`src/core/sacm_pkg.sv`:
```
// constants for the servo alarm latch and clear manager
// assumes alarm slots are raised by same-clock logic, one bit per code
package sacm_pkg;

    localparam int ALARM_COUNT = 37;

    // slot index of each alarm that has a clear path of its own
    localparam int IDX_UNDERVOLT = 2;
    localparam int IDX_ADJUST = 10;
    localparam int IDX_ESTOP = 11;
    localparam int IDX_REV_LIMIT = 12;
    localparam int IDX_FWD_LIMIT = 13;
    localparam int IDX_ENC_TEMP_WARN = 31;
    localparam int IDX_FW_UPGRADE = 34;

    // slots cleared by the alarm-reset input (limits and eeprom included)
    localparam logic [ALARM_COUNT-1:0] RESET_CLEAR_MASK = 37'h03481FF1F3;
    // slots cleared by a power cycle (undervoltage always included)
    localparam logic [ALARM_COUNT-1:0] POWER_CLEAR_MASK = 37'h0037E0020C;

    // displayed alarm code per slot, bcd digits
    localparam logic [15:0] ALARM_CODE [ALARM_COUNT] = '{
        16'h0001, 16'h0002, 16'h0003, 16'h0004, 16'h0005, 16'h0006,
        16'h0007, 16'h0008, 16'h0009, 16'h0011, 16'h0012, 16'h0013,
        16'h0014, 16'h0015, 16'h0016, 16'h0017, 16'h0018, 16'h0019,
        16'h0020, 16'h0022, 16'h0023, 16'h0024, 16'h0025, 16'h0026,
        16'h0027, 16'h0028, 16'h0029, 16'h0030, 16'h0031, 16'h0035,
        16'h0048, 16'h0067, 16'h0083, 16'h0085, 16'h0099, 16'h0555,
        16'h0880
    };
    localparam logic [15:0] NO_ALARM_CODE = 16'h0000;

    // fault-recovery config bit that lets undervoltage clear by itself
    localparam int CFG_UV_AUTO_BIT = 2;

    // two-step unlock values written to the special-function parameter
    localparam logic [15:0] FW_UNLOCK_FIRST = 16'h001E;
    localparam logic [15:0] FW_UNLOCK_SECOND = 16'h001C;

    typedef enum logic [2:0] {
        SACM_FW_IDLE = 3'b001,
        SACM_FW_GOT_FIRST = 3'b010,
        SACM_FW_ARMED = 3'b100
    } sacm_fw_state_t;

endpackage

```
`src/core/sacm_alarm_clear.sv`:
```
// alarm latch and clear manager: holds each alarm until its own clear
// assumes raise pulses and status levels come from logic on clk_in;
// the two digital input pins are asynchronous and get synchronised here
//
// Summary of operation
// Alarm-reset input rising clears all reset-clearable alarms.
// Undervoltage holds until power cycle; config bit 2 enables auto clear.
// Magnetic, encoder, wiring, encoder-overtemp alarms clear only on power-up.
// Emergency-stop alarm clears by itself once emergency-stop input is off.
// Limit alarms clear on alarm-reset, servo off, or opposite motion.
// Adjustment alarm clears after connector removed and auto adjustment done.
// Eeprom alarm: host resets parameters; device clears it on alarm-reset.
// Encoder temperature warning clears when temperature returns to normal.
// Host writes 30 then 28; firmware alarm clears at next power-up.
// Processing-failure alarms have no clear path except full reset.
// Host writes zero regen capacity when no resistor is fitted.
// Host matches regen resistance and capacity to the fitted resistor.
// Each alarm latches until its own clear; other clears leave it.
`timescale 1ns/1ps

module sacm_alarm_clear #(
    parameter int ALARMS = sacm_pkg::ALARM_COUNT
) (
    input wire logic clk_in,
    input wire logic sys_rst_in,
    input wire logic [ALARMS-1:0] alarm_raise_in,
    input wire logic alarm_reset_input_in,
    input wire logic emergency_stop_input_in,
    input wire logic power_cycle_in,
    input wire logic voltage_normal_in,
    input wire logic temp_normal_in,
    input wire logic servo_on_in,
    input wire logic motion_forward_in,
    input wire logic motion_reverse_in,
    input wire logic io_connector_removed_in,
    input wire logic auto_adjust_done_in,
    input wire logic [15:0] fault_recovery_config_in,
    input wire logic special_function_wr_in,
    input wire logic [15:0] special_function_param_in,
    output logic [ALARMS-1:0] alarm_active_out,
    output logic [15:0] alarm_code_out,
    output logic alarm_any_out,
    output logic fw_clear_armed_out
);

    logic arst_meta_r;
    logic arst_sync_r;
    logic arst_prev_r;
    logic estop_meta_r;
    logic estop_sync_r;
    logic [ALARMS-1:0] active_r;
    logic [ALARMS-1:0] active_nxt;
    logic [15:0] code_r;
    logic [15:0] code_nxt;
    logic any_r;

    // unlock sequence state, one-hot
    sacm_pkg::sacm_fw_state_t fw_state_r;
    sacm_pkg::sacm_fw_state_t fw_state_nxt;
    logic armed_r;

    // pins pass two flops; only the second is read
    // meta flops reset low: a pin already high at reset release
    // shows as a rising edge two cycles later, never earlier
    always_ff @(posedge clk_in) begin
        if (sys_rst_in) begin
            arst_meta_r <= 1'b0;
            arst_sync_r <= 1'b0;
        end else begin
            arst_meta_r <= alarm_reset_input_in;
            arst_sync_r <= arst_meta_r;
        end
    end

    // edge history of the synchronised alarm-reset level
    always_ff @(posedge clk_in) begin
        if (sys_rst_in) begin
            arst_prev_r <= 1'b0;
        end else begin
            arst_prev_r <= arst_sync_r;
        end
    end

    // estop reads as released right after reset; the alarm slot
    // is empty then, so the early release clears nothing
    always_ff @(posedge clk_in) begin
        if (sys_rst_in) begin
            estop_meta_r <= 1'b0;
            estop_sync_r <= 1'b0;
        end else begin
            estop_meta_r <= emergency_stop_input_in;
            estop_sync_r <= estop_meta_r;
        end
    end

    // "turned on" is taken as the rising edge, so holding it on
    // does not keep swallowing alarms raised later
    wire arst_rise = arst_sync_r & ~arst_prev_r;
    // power_cycle_in is a drive re-power pulse, not sys_rst_in;
    // a full reset drops the unlock and every alarm anyway
    wire fw_armed = (fw_state_r == sacm_pkg::SACM_FW_ARMED);

    // clear sources, one mask each
    wire [ALARMS-1:0] clr_reset = arst_rise ?
        sacm_pkg::RESET_CLEAR_MASK : '0;
    wire [ALARMS-1:0] clr_power = power_cycle_in ?
        sacm_pkg::POWER_CLEAR_MASK : '0;
    // undervoltage auto clear is a level: while the bit is set and
    // the voltage is good, a new undervoltage raise lasts one cycle
    wire uv_auto = fault_recovery_config_in[sacm_pkg::CFG_UV_AUTO_BIT] &
        voltage_normal_in;
    wire estop_off = ~estop_sync_r;
    // limits: servo off clears both; motion away from the limit
    // that tripped clears that one only
    wire rev_limit_clr = ~servo_on_in | motion_forward_in;
    wire fwd_limit_clr = ~servo_on_in | motion_reverse_in;
    // adjustment clears on the done pulse while wiring is removed
    wire adjust_clr = io_connector_removed_in & auto_adjust_done_in;
    wire temp_clr = temp_normal_in;
    wire fw_clr = power_cycle_in & fw_armed;

    // processing-failure slots appear in no clear term at all
    always_comb begin
        logic [ALARMS-1:0] clr;
        clr = clr_reset | clr_power;
        clr[sacm_pkg::IDX_UNDERVOLT] = clr[sacm_pkg::IDX_UNDERVOLT] | uv_auto;
        clr[sacm_pkg::IDX_ESTOP] = estop_off;
        clr[sacm_pkg::IDX_REV_LIMIT] = clr[sacm_pkg::IDX_REV_LIMIT] |
            rev_limit_clr;
        clr[sacm_pkg::IDX_FWD_LIMIT] = clr[sacm_pkg::IDX_FWD_LIMIT] |
            fwd_limit_clr;
        clr[sacm_pkg::IDX_ADJUST] = adjust_clr;
        clr[sacm_pkg::IDX_ENC_TEMP_WARN] = temp_clr;
        clr[sacm_pkg::IDX_FW_UPGRADE] = fw_clr;
        // per-slot clear only, and a raise in the same cycle wins
        active_nxt = (active_r & ~clr) | alarm_raise_in;
    end

    // unlock sequence; any other write restarts it, arming lasts
    // until the power cycle that uses it
    // a repeated first value keeps the first step, so a host that
    // retries its first write does not have to start over
    // an illegal state code falls back to idle, never to armed
    always_comb begin
        fw_state_nxt = fw_state_r;
        case (fw_state_r)
            sacm_pkg::SACM_FW_IDLE: begin
                if (special_function_wr_in &&
                        special_function_param_in ==
                        sacm_pkg::FW_UNLOCK_FIRST) begin
                    fw_state_nxt = sacm_pkg::SACM_FW_GOT_FIRST;
                end
            end
            sacm_pkg::SACM_FW_GOT_FIRST: begin
                if (special_function_wr_in) begin
                    if (special_function_param_in ==
                            sacm_pkg::FW_UNLOCK_SECOND) begin
                        fw_state_nxt = sacm_pkg::SACM_FW_ARMED;
                    end else if (special_function_param_in !=
                            sacm_pkg::FW_UNLOCK_FIRST) begin
                        fw_state_nxt = sacm_pkg::SACM_FW_IDLE;
                    end
                end
            end
            sacm_pkg::SACM_FW_ARMED: begin
                if (power_cycle_in) begin
                    fw_state_nxt = sacm_pkg::SACM_FW_IDLE;
                end
            end
            default: fw_state_nxt = sacm_pkg::SACM_FW_IDLE;
        endcase
    end

    // lowest slot wins the code display; the loop runs from the
    // top down so the last match, the lowest slot, is kept
    always_comb begin
        code_nxt = sacm_pkg::NO_ALARM_CODE;
        for (int i = ALARMS - 1; i >= 0; i--) begin
            if (active_nxt[i]) begin
                code_nxt = sacm_pkg::ALARM_CODE[i];
            end
        end
    end

    // alarm latches
    always_ff @(posedge clk_in) begin
        if (sys_rst_in) begin
            active_r <= '0;
        end else begin
            active_r <= active_nxt;
        end
    end

    // code and any are built from the next value, so they
    // change in the same cycle as the alarm bits they summarise
    always_ff @(posedge clk_in) begin
        if (sys_rst_in) begin
            code_r <= sacm_pkg::NO_ALARM_CODE;
        end else begin
            code_r <= code_nxt;
        end
    end

    always_ff @(posedge clk_in) begin
        if (sys_rst_in) begin
            any_r <= 1'b0;
        end else begin
            any_r <= |active_nxt;
        end
    end

    // unlock state and its armed flag; the flag has its own flop
    // so the output is not a decode of the state bits
    always_ff @(posedge clk_in) begin
        if (sys_rst_in) begin
            fw_state_r <= sacm_pkg::SACM_FW_IDLE;
            armed_r <= 1'b0;
        end else begin
            fw_state_r <= fw_state_nxt;
            armed_r <= (fw_state_nxt == sacm_pkg::SACM_FW_ARMED);
        end
    end

    always_comb begin
        alarm_active_out = active_r;
        alarm_code_out = code_r;
        alarm_any_out = any_r;
        fw_clear_armed_out = armed_r;
    end

endmodule

```
`config.mk`:
```
export PLATFORM = sky130hd
export DESIGN_NAME = sacm_alarm_clear
export DESIGN_NICKNAME = d
export VERILOG_FILES = /design/src/core/sacm_pkg.sv /design/src/core/sacm_alarm_clear.sv
export SDC_FILE = /design/constraint.sdc
export NUM_CORES = 1
export LEC_CHECK = 0
export BUFFER_PORTS_ARGS = -buffer_cell sky130_fd_sc_hd__buf_2
export CAP_MARGIN = 20
export CORE_MARGIN = 10
export CORE_UTILIZATION = 41
export CTS_CLUSTER_DIAMETER = 200
export DETAILED_ROUTE_END_ITERATION = 16
export GPL_TIMING_DRIVEN = 0
export MAX_ROUTING_LAYER = met4
export PLACE_DENSITY = 0.78
export SYNTH_ARGS = -nofsm -noshare
export SYNTH_HDL_FRONTEND = slang
export SYNTH_SLANG_ARGS = --single-unit
export TNS_END_PERCENT = 50
```
`constraint.sdc`:
```
create_clock -name clk_in -period 1.6 [get_ports clk_in]
set_input_delay 0.16 -clock clk_in [delete_from_list [all_inputs] [get_ports clk_in]]
set_output_delay 0.16 -clock clk_in [all_outputs]
set_load 0.02 [all_outputs]
```
Word-level counts from Yosys, hierarchy flattened. Cells that the tools add are included.

Output and inout port bits: 55. Input port bits: 82. Word-level logic and storage cells: 98. Register bits: 59.

Bitwise gates (word level): 16. Multiplexer cells: 45. Reduce and logical (&&, ||, !) cells: 11. Eq/ne operators: 7.

Operators with widths (count): $reduce_or 37->1 (2); $mux 6 (12); $mux 5 (9); $and 37x37->37 (1); $not 35->37 (1); $or 37x37->37 (1); $reduce_or 36->1 (1); $mux 34 (1); $or 34x30->34 (1); $reduce_or 33->1 (1); $eq 16x5->1 const B (2); $reduce_or 31->1 (1); $mux 30 (1); $mux 3 (9); $mux 8 (3); $reduce_or 19->1 (1); $ne 16x5->1 const B (1); $mux 7 (2); $mux 12 (1); $mux 11 (1); $reduce_or 10->1 (1); $pmux 3 s3 (1); $mux 4 (2); $reduce_or 8->1 (1); other kinds (11) (22).

Depth between registers and ports, before layout.
Depth after elaboration: 45. Gate-level depth with buffers: 9. Mapped depth without buffers: 6.

Worst setup path after synthesis. No wires, ideal clock.

Path kind: flip-flop to flip-flop. Start: reg arst_prev_r. End: reg code_r[0] (netlist: alarm_code_out[0]). Slack: -75 ps. Arrival time: 1556 ps. Period minus slack after synthesis: 1675 ps. Required time: 1480 ps. Stages on the path, launching flop included: 8. Path buffers: 1. Setup time: 120 ps. Cell sequence: dfxtp_1 -> nand2b_1 -> buf_6 -> a41oi_2 -> nand2b_1 -> a21boi_0 -> o41a_1 -> a211o_1.

Word-level cells in the longest chain between the ends: 41. Elaborated cells on any way between the ends: 43. Classes of those cells: mux: 35; bitwise: 8.

Ends and longest elaborated chain: from (decl) (line sacm_alarm_clear.sv:48) `logic arst_prev_r;`; from (signal assigned) (line sacm_alarm_clear.sv:80) `arst_prev_r <= arst_sync_r;`; $not 1->1 * (line sacm_alarm_clear.sv:98) `wire arst_rise = arst_sync_r & ~arst_prev_r;`; $and 1x1->1 * (line sacm_alarm_clear.sv:98); $mux 34 * (line sacm_alarm_clear.sv:104) `wire [ALARMS-1:0] clr_reset = arst_rise ?`; $or 34x30->34 * (line sacm_alarm_clear.sv:125) `clr = clr_reset | clr_power;`; $not 35->37 * (line sacm_alarm_clear.sv:136) `active_nxt = (active_r & ~clr) | alarm_raise_in;`; $and 37x37->37 * (line sacm_alarm_clear.sv:136); $or 37x37->37 * (line sacm_alarm_clear.sv:136); $mux 8 (2 in a row) (line sacm_alarm_clear.sv:179) `if (active_nxt[i]) begin`; $mux 7 (2 in a row) (line sacm_alarm_clear.sv:179); $mux 6 (12 in a row) (line sacm_alarm_clear.sv:179); $mux 5 (9 in a row) (line sacm_alarm_clear.sv:179); $mux 4 (2 in a row) (line sacm_alarm_clear.sv:179); $mux 3 (4 in a row) (line sacm_alarm_clear.sv:179); $mux 2 (2 in a row) (line sacm_alarm_clear.sv:179); $mux 1 * (line sacm_alarm_clear.sv:179); to (signal assigned) (line sacm_alarm_clear.sv:198) `code_r <= sacm_pkg::NO_ALARM_CODE;`; to (signal assigned) (line sacm_alarm_clear.sv:200) `code_r <= code_nxt;`; to (decl) (line sacm_alarm_clear.sv:53) `logic [15:0] code_r;`.

Mark *: on every way between the ends. The rest lies on a longest branch, timed or not. A chain may end at the register's enable or synchronous reset.

Worst setup path after layout. Ends and elaborated chain as after synthesis.

==> metrics.txt <==
PortBufs=116; FF+latch count, synth=57; crit-path max FO=6; unrepaired setup endpoints after global routing=yes; Clk Latency, worst-skew pair=0.35 ns; Post-Route Skew=0.003380 ns; Final min period=1.835 ns; most common library cells after synthesis=nor2_1 (75), dfxtp_1 (57), a21oi_1 (36); maximum vdd drop=0.6203 mV; Primary FF master, synth=dfxtp_1; vias in the first global route=3134; Initial DRT Pass Iterations=4; hold crit path type=in2reg; setup TNS=-1.653 ns; Seq/Total Area, Yosys=41.57%; Post-synth EDFFs=0; Detailed Route WL=10.12 mm; ratio of cells with drive above 1 in the final layout=46.00%; leakage dissipation=1.828 nW; Initial Util=42.74%; Ant. Diodes=0; crit start category=flop; wire length per cell=17.95 µm; status=finished, violations left; Post-Place Setup Slack=-0.3685 ns; initial antenna violation count=0; fin. max-slew vios=0; final hold vios=0; # setup viols final=11; grt total ovfl=0; Ys Warns=0; arrival time worst endpoint=2.07 ns; core area=6422 µm²; Async SR Flop Fraction=0%; mapped cell area=2745 µm²; Reg clk slew, reported paths=0.06 ns; drt drc=0; clock sink count=57; initial DRC count=161; max_slew headroom=66.58%; post-synthesis adder-cell area fraction=0%; largest family of logic cells by synthesized area=compound AO/OA/AOI/OAI gates; worst slew pin tran=0.5012 ns; CP Capture Type=flop; Total GRT Usage=19.40%; IO Pins=137; syn avg cell area=8.447 µm²; Area Growth Syn to Fin=49.95%; top post-synthesis cells by area=dfxtp_1 (42%), nor2_1 (10%), a21oi_1 (6.6%); CTS Buf Count=9; xor and xnor area share after synthesis=0%; mux share of post-synthesis cell area=0%; Final HPWL DP=7.211 mm; post-route clock period utilization=114.7%; Die H=101.8 µm; Filler cells=520; Bufs on Longest Clock Path=2; Max Clk Rate=0.5449 GHz; CTS tree=built; Die W=101.8 µm; power per standard cell area=879.5 nW/µm²; H-Tree Depth=3; Die ar.=10370 µm²; Final Worst Setup Slack=-0.2353 ns; RD Place Congestion=0.8793; largest net degree at the start of global routing=11; Req. time, crit path=1.84 ns; Simple-Gate Fraction of Synth Area=26.25%; Synth cell types=60; first-pass GRT wire length=15.50 mm; row cnt=29; Synth Area in Compound Gates=26.39%; DR vias/cell=5.514; failing checks=setup timing; Mapped Cells=325; dominant cell by count in the synthesized netlist=nor2_1; Vias=3110; Setup Crit Path Kind=reg2reg; area leader, netlist=dfxtp_1; top cell type's share of synthesized area=41.57%; DRT antenna net count=0; final net count=564; CTS root buf=clkbuf_8; max cap viols=0
[cells in the final DEF, fill, tap and decap left out, drive strengths merged, types with 5 or more instances in the layout]
| cell | synthesis | layout |
|---|---|---|
| a211oi | 6 | 6 |
| nand2b | 5 | 5 |
| buf | 14 | 155 |
| nor3 | 9 | 9 |
| clkbuf | 3 | 16 |
| nand3 | 5 | 5 |
| nor2 | 75 | 75 |
| inv | 9 | 9 |
| conb | 1 | 5 |
| dfxtp | 57 | 57 |
| o21ai | 20 | 20 |
| nor2b | 12 | 12 |
| nand2 | 13 | 13 |
| a21oi | 41 | 41 |
[layout make-up]
class	instances	area [µm²]	area share (%)
repair buffers	143	815.8	19.82
clock buffers	13	148.9	3.617
multi-input cells	246	1697	41.22
inverters	9	33.78	0.8207
flip-flops and latches	57	1150	27.93
plain buffers	16	135.1	3.283
well taps	77	96.34	2.340
clock inverters	3	40.04	0.9726
[report_power, final]
part	internal (mW)	switching [mW]	leakage, nW
clock	0.758	0.583	0.0974
combinational	0.286	0.430	1.26
sequential	1.50	0.0676	0.475
total	2.54	1.08	1.83
[state kept, by name, summed over array words and instances, names as in the netlist]
signal              count
alarm_any_out           1
estop_sync_r            1
fw_clear_armed_out      1
estop_meta_r            1
arst_sync_r             1
arst_prev_r             1
alarm_code_out         10
alarm_active_out       37
fw_state_r              3
arst_meta_r             1
[kinds of logic (layout without fill, tap and decap cells)]
| logic type | count (synthesis) | in the layout |
|---|---|---|
| AO/OA/AOI/OAI | 101 | 101 |
| AND/OR/NAND/NOR | 140 | 140 |
| other | 1 | 5 |
| buffers and inverters | 26 | 184 |
| flip-flops | 57 | 57 |
[metal layers]
metal	routed length (µm)	track usage, %	vias to the layer above
met1	4285	22.81	1456
li1	-	-	1467
met2	4751	29.92	166
met3	859	5.870	21
met5	0	-	-
met4	227	8.894	0
[worst max-delay path: stages (launching register included)]
cell	delay, ns
dfxtp_2	0.32
nand2b_4	0.18
buf_6	0.13
a41oi_4	0.20
nand2b_4	0.17
a21boi_1	0.07
o41a_1	0.39
a211o_1	0.27
[stage by stage]
step | hold WS (ns) | util [%] | instance area [µm²] | cells | power [mW]
finish | 0.02145 | 64.10 | 4116 | 564 | 3.620
global route | 0.03719 | 64.10 | 4116 | 564 | 3.761
CTS | 0.01421 | 61.41 | 3944 | 554 | 3.569
detailed placement | 0.3759 | 54.28 | 3486 | 522 | 2.187
global placement | 0.3725 | 54.28 | 3486 | 522 | 2.175
floorplan | 0.2737 | - | 2809 | 329 | 1.933
[path summary, 6_finish.rpt]
| kind | cells after the start | startpoint | end | slack (ns) |
|---|---|---|---|---|
| worst min-delay path | 2 | alarm_reset_input_in | arst_meta_r | 0.02 |
| worst max register to register | 7 | arst_prev_r | alarm_code_out[0] | -0.24 |
| worst max-delay path | 7 | arst_prev_r | alarm_code_out[0] | -0.24 |
| worst min register to register | 1 | estop_meta_r | estop_sync_r | 0.45 |
[what timing repair did]
action                     CTS  global route
setup endpoints to repair   11            12
pin swaps                   16            17
gates cloned                 1             0
buffers inserted            16            10
gates resized for setup     29            32
hold buffers                 0             0
(Power assumes the default switching activity.)
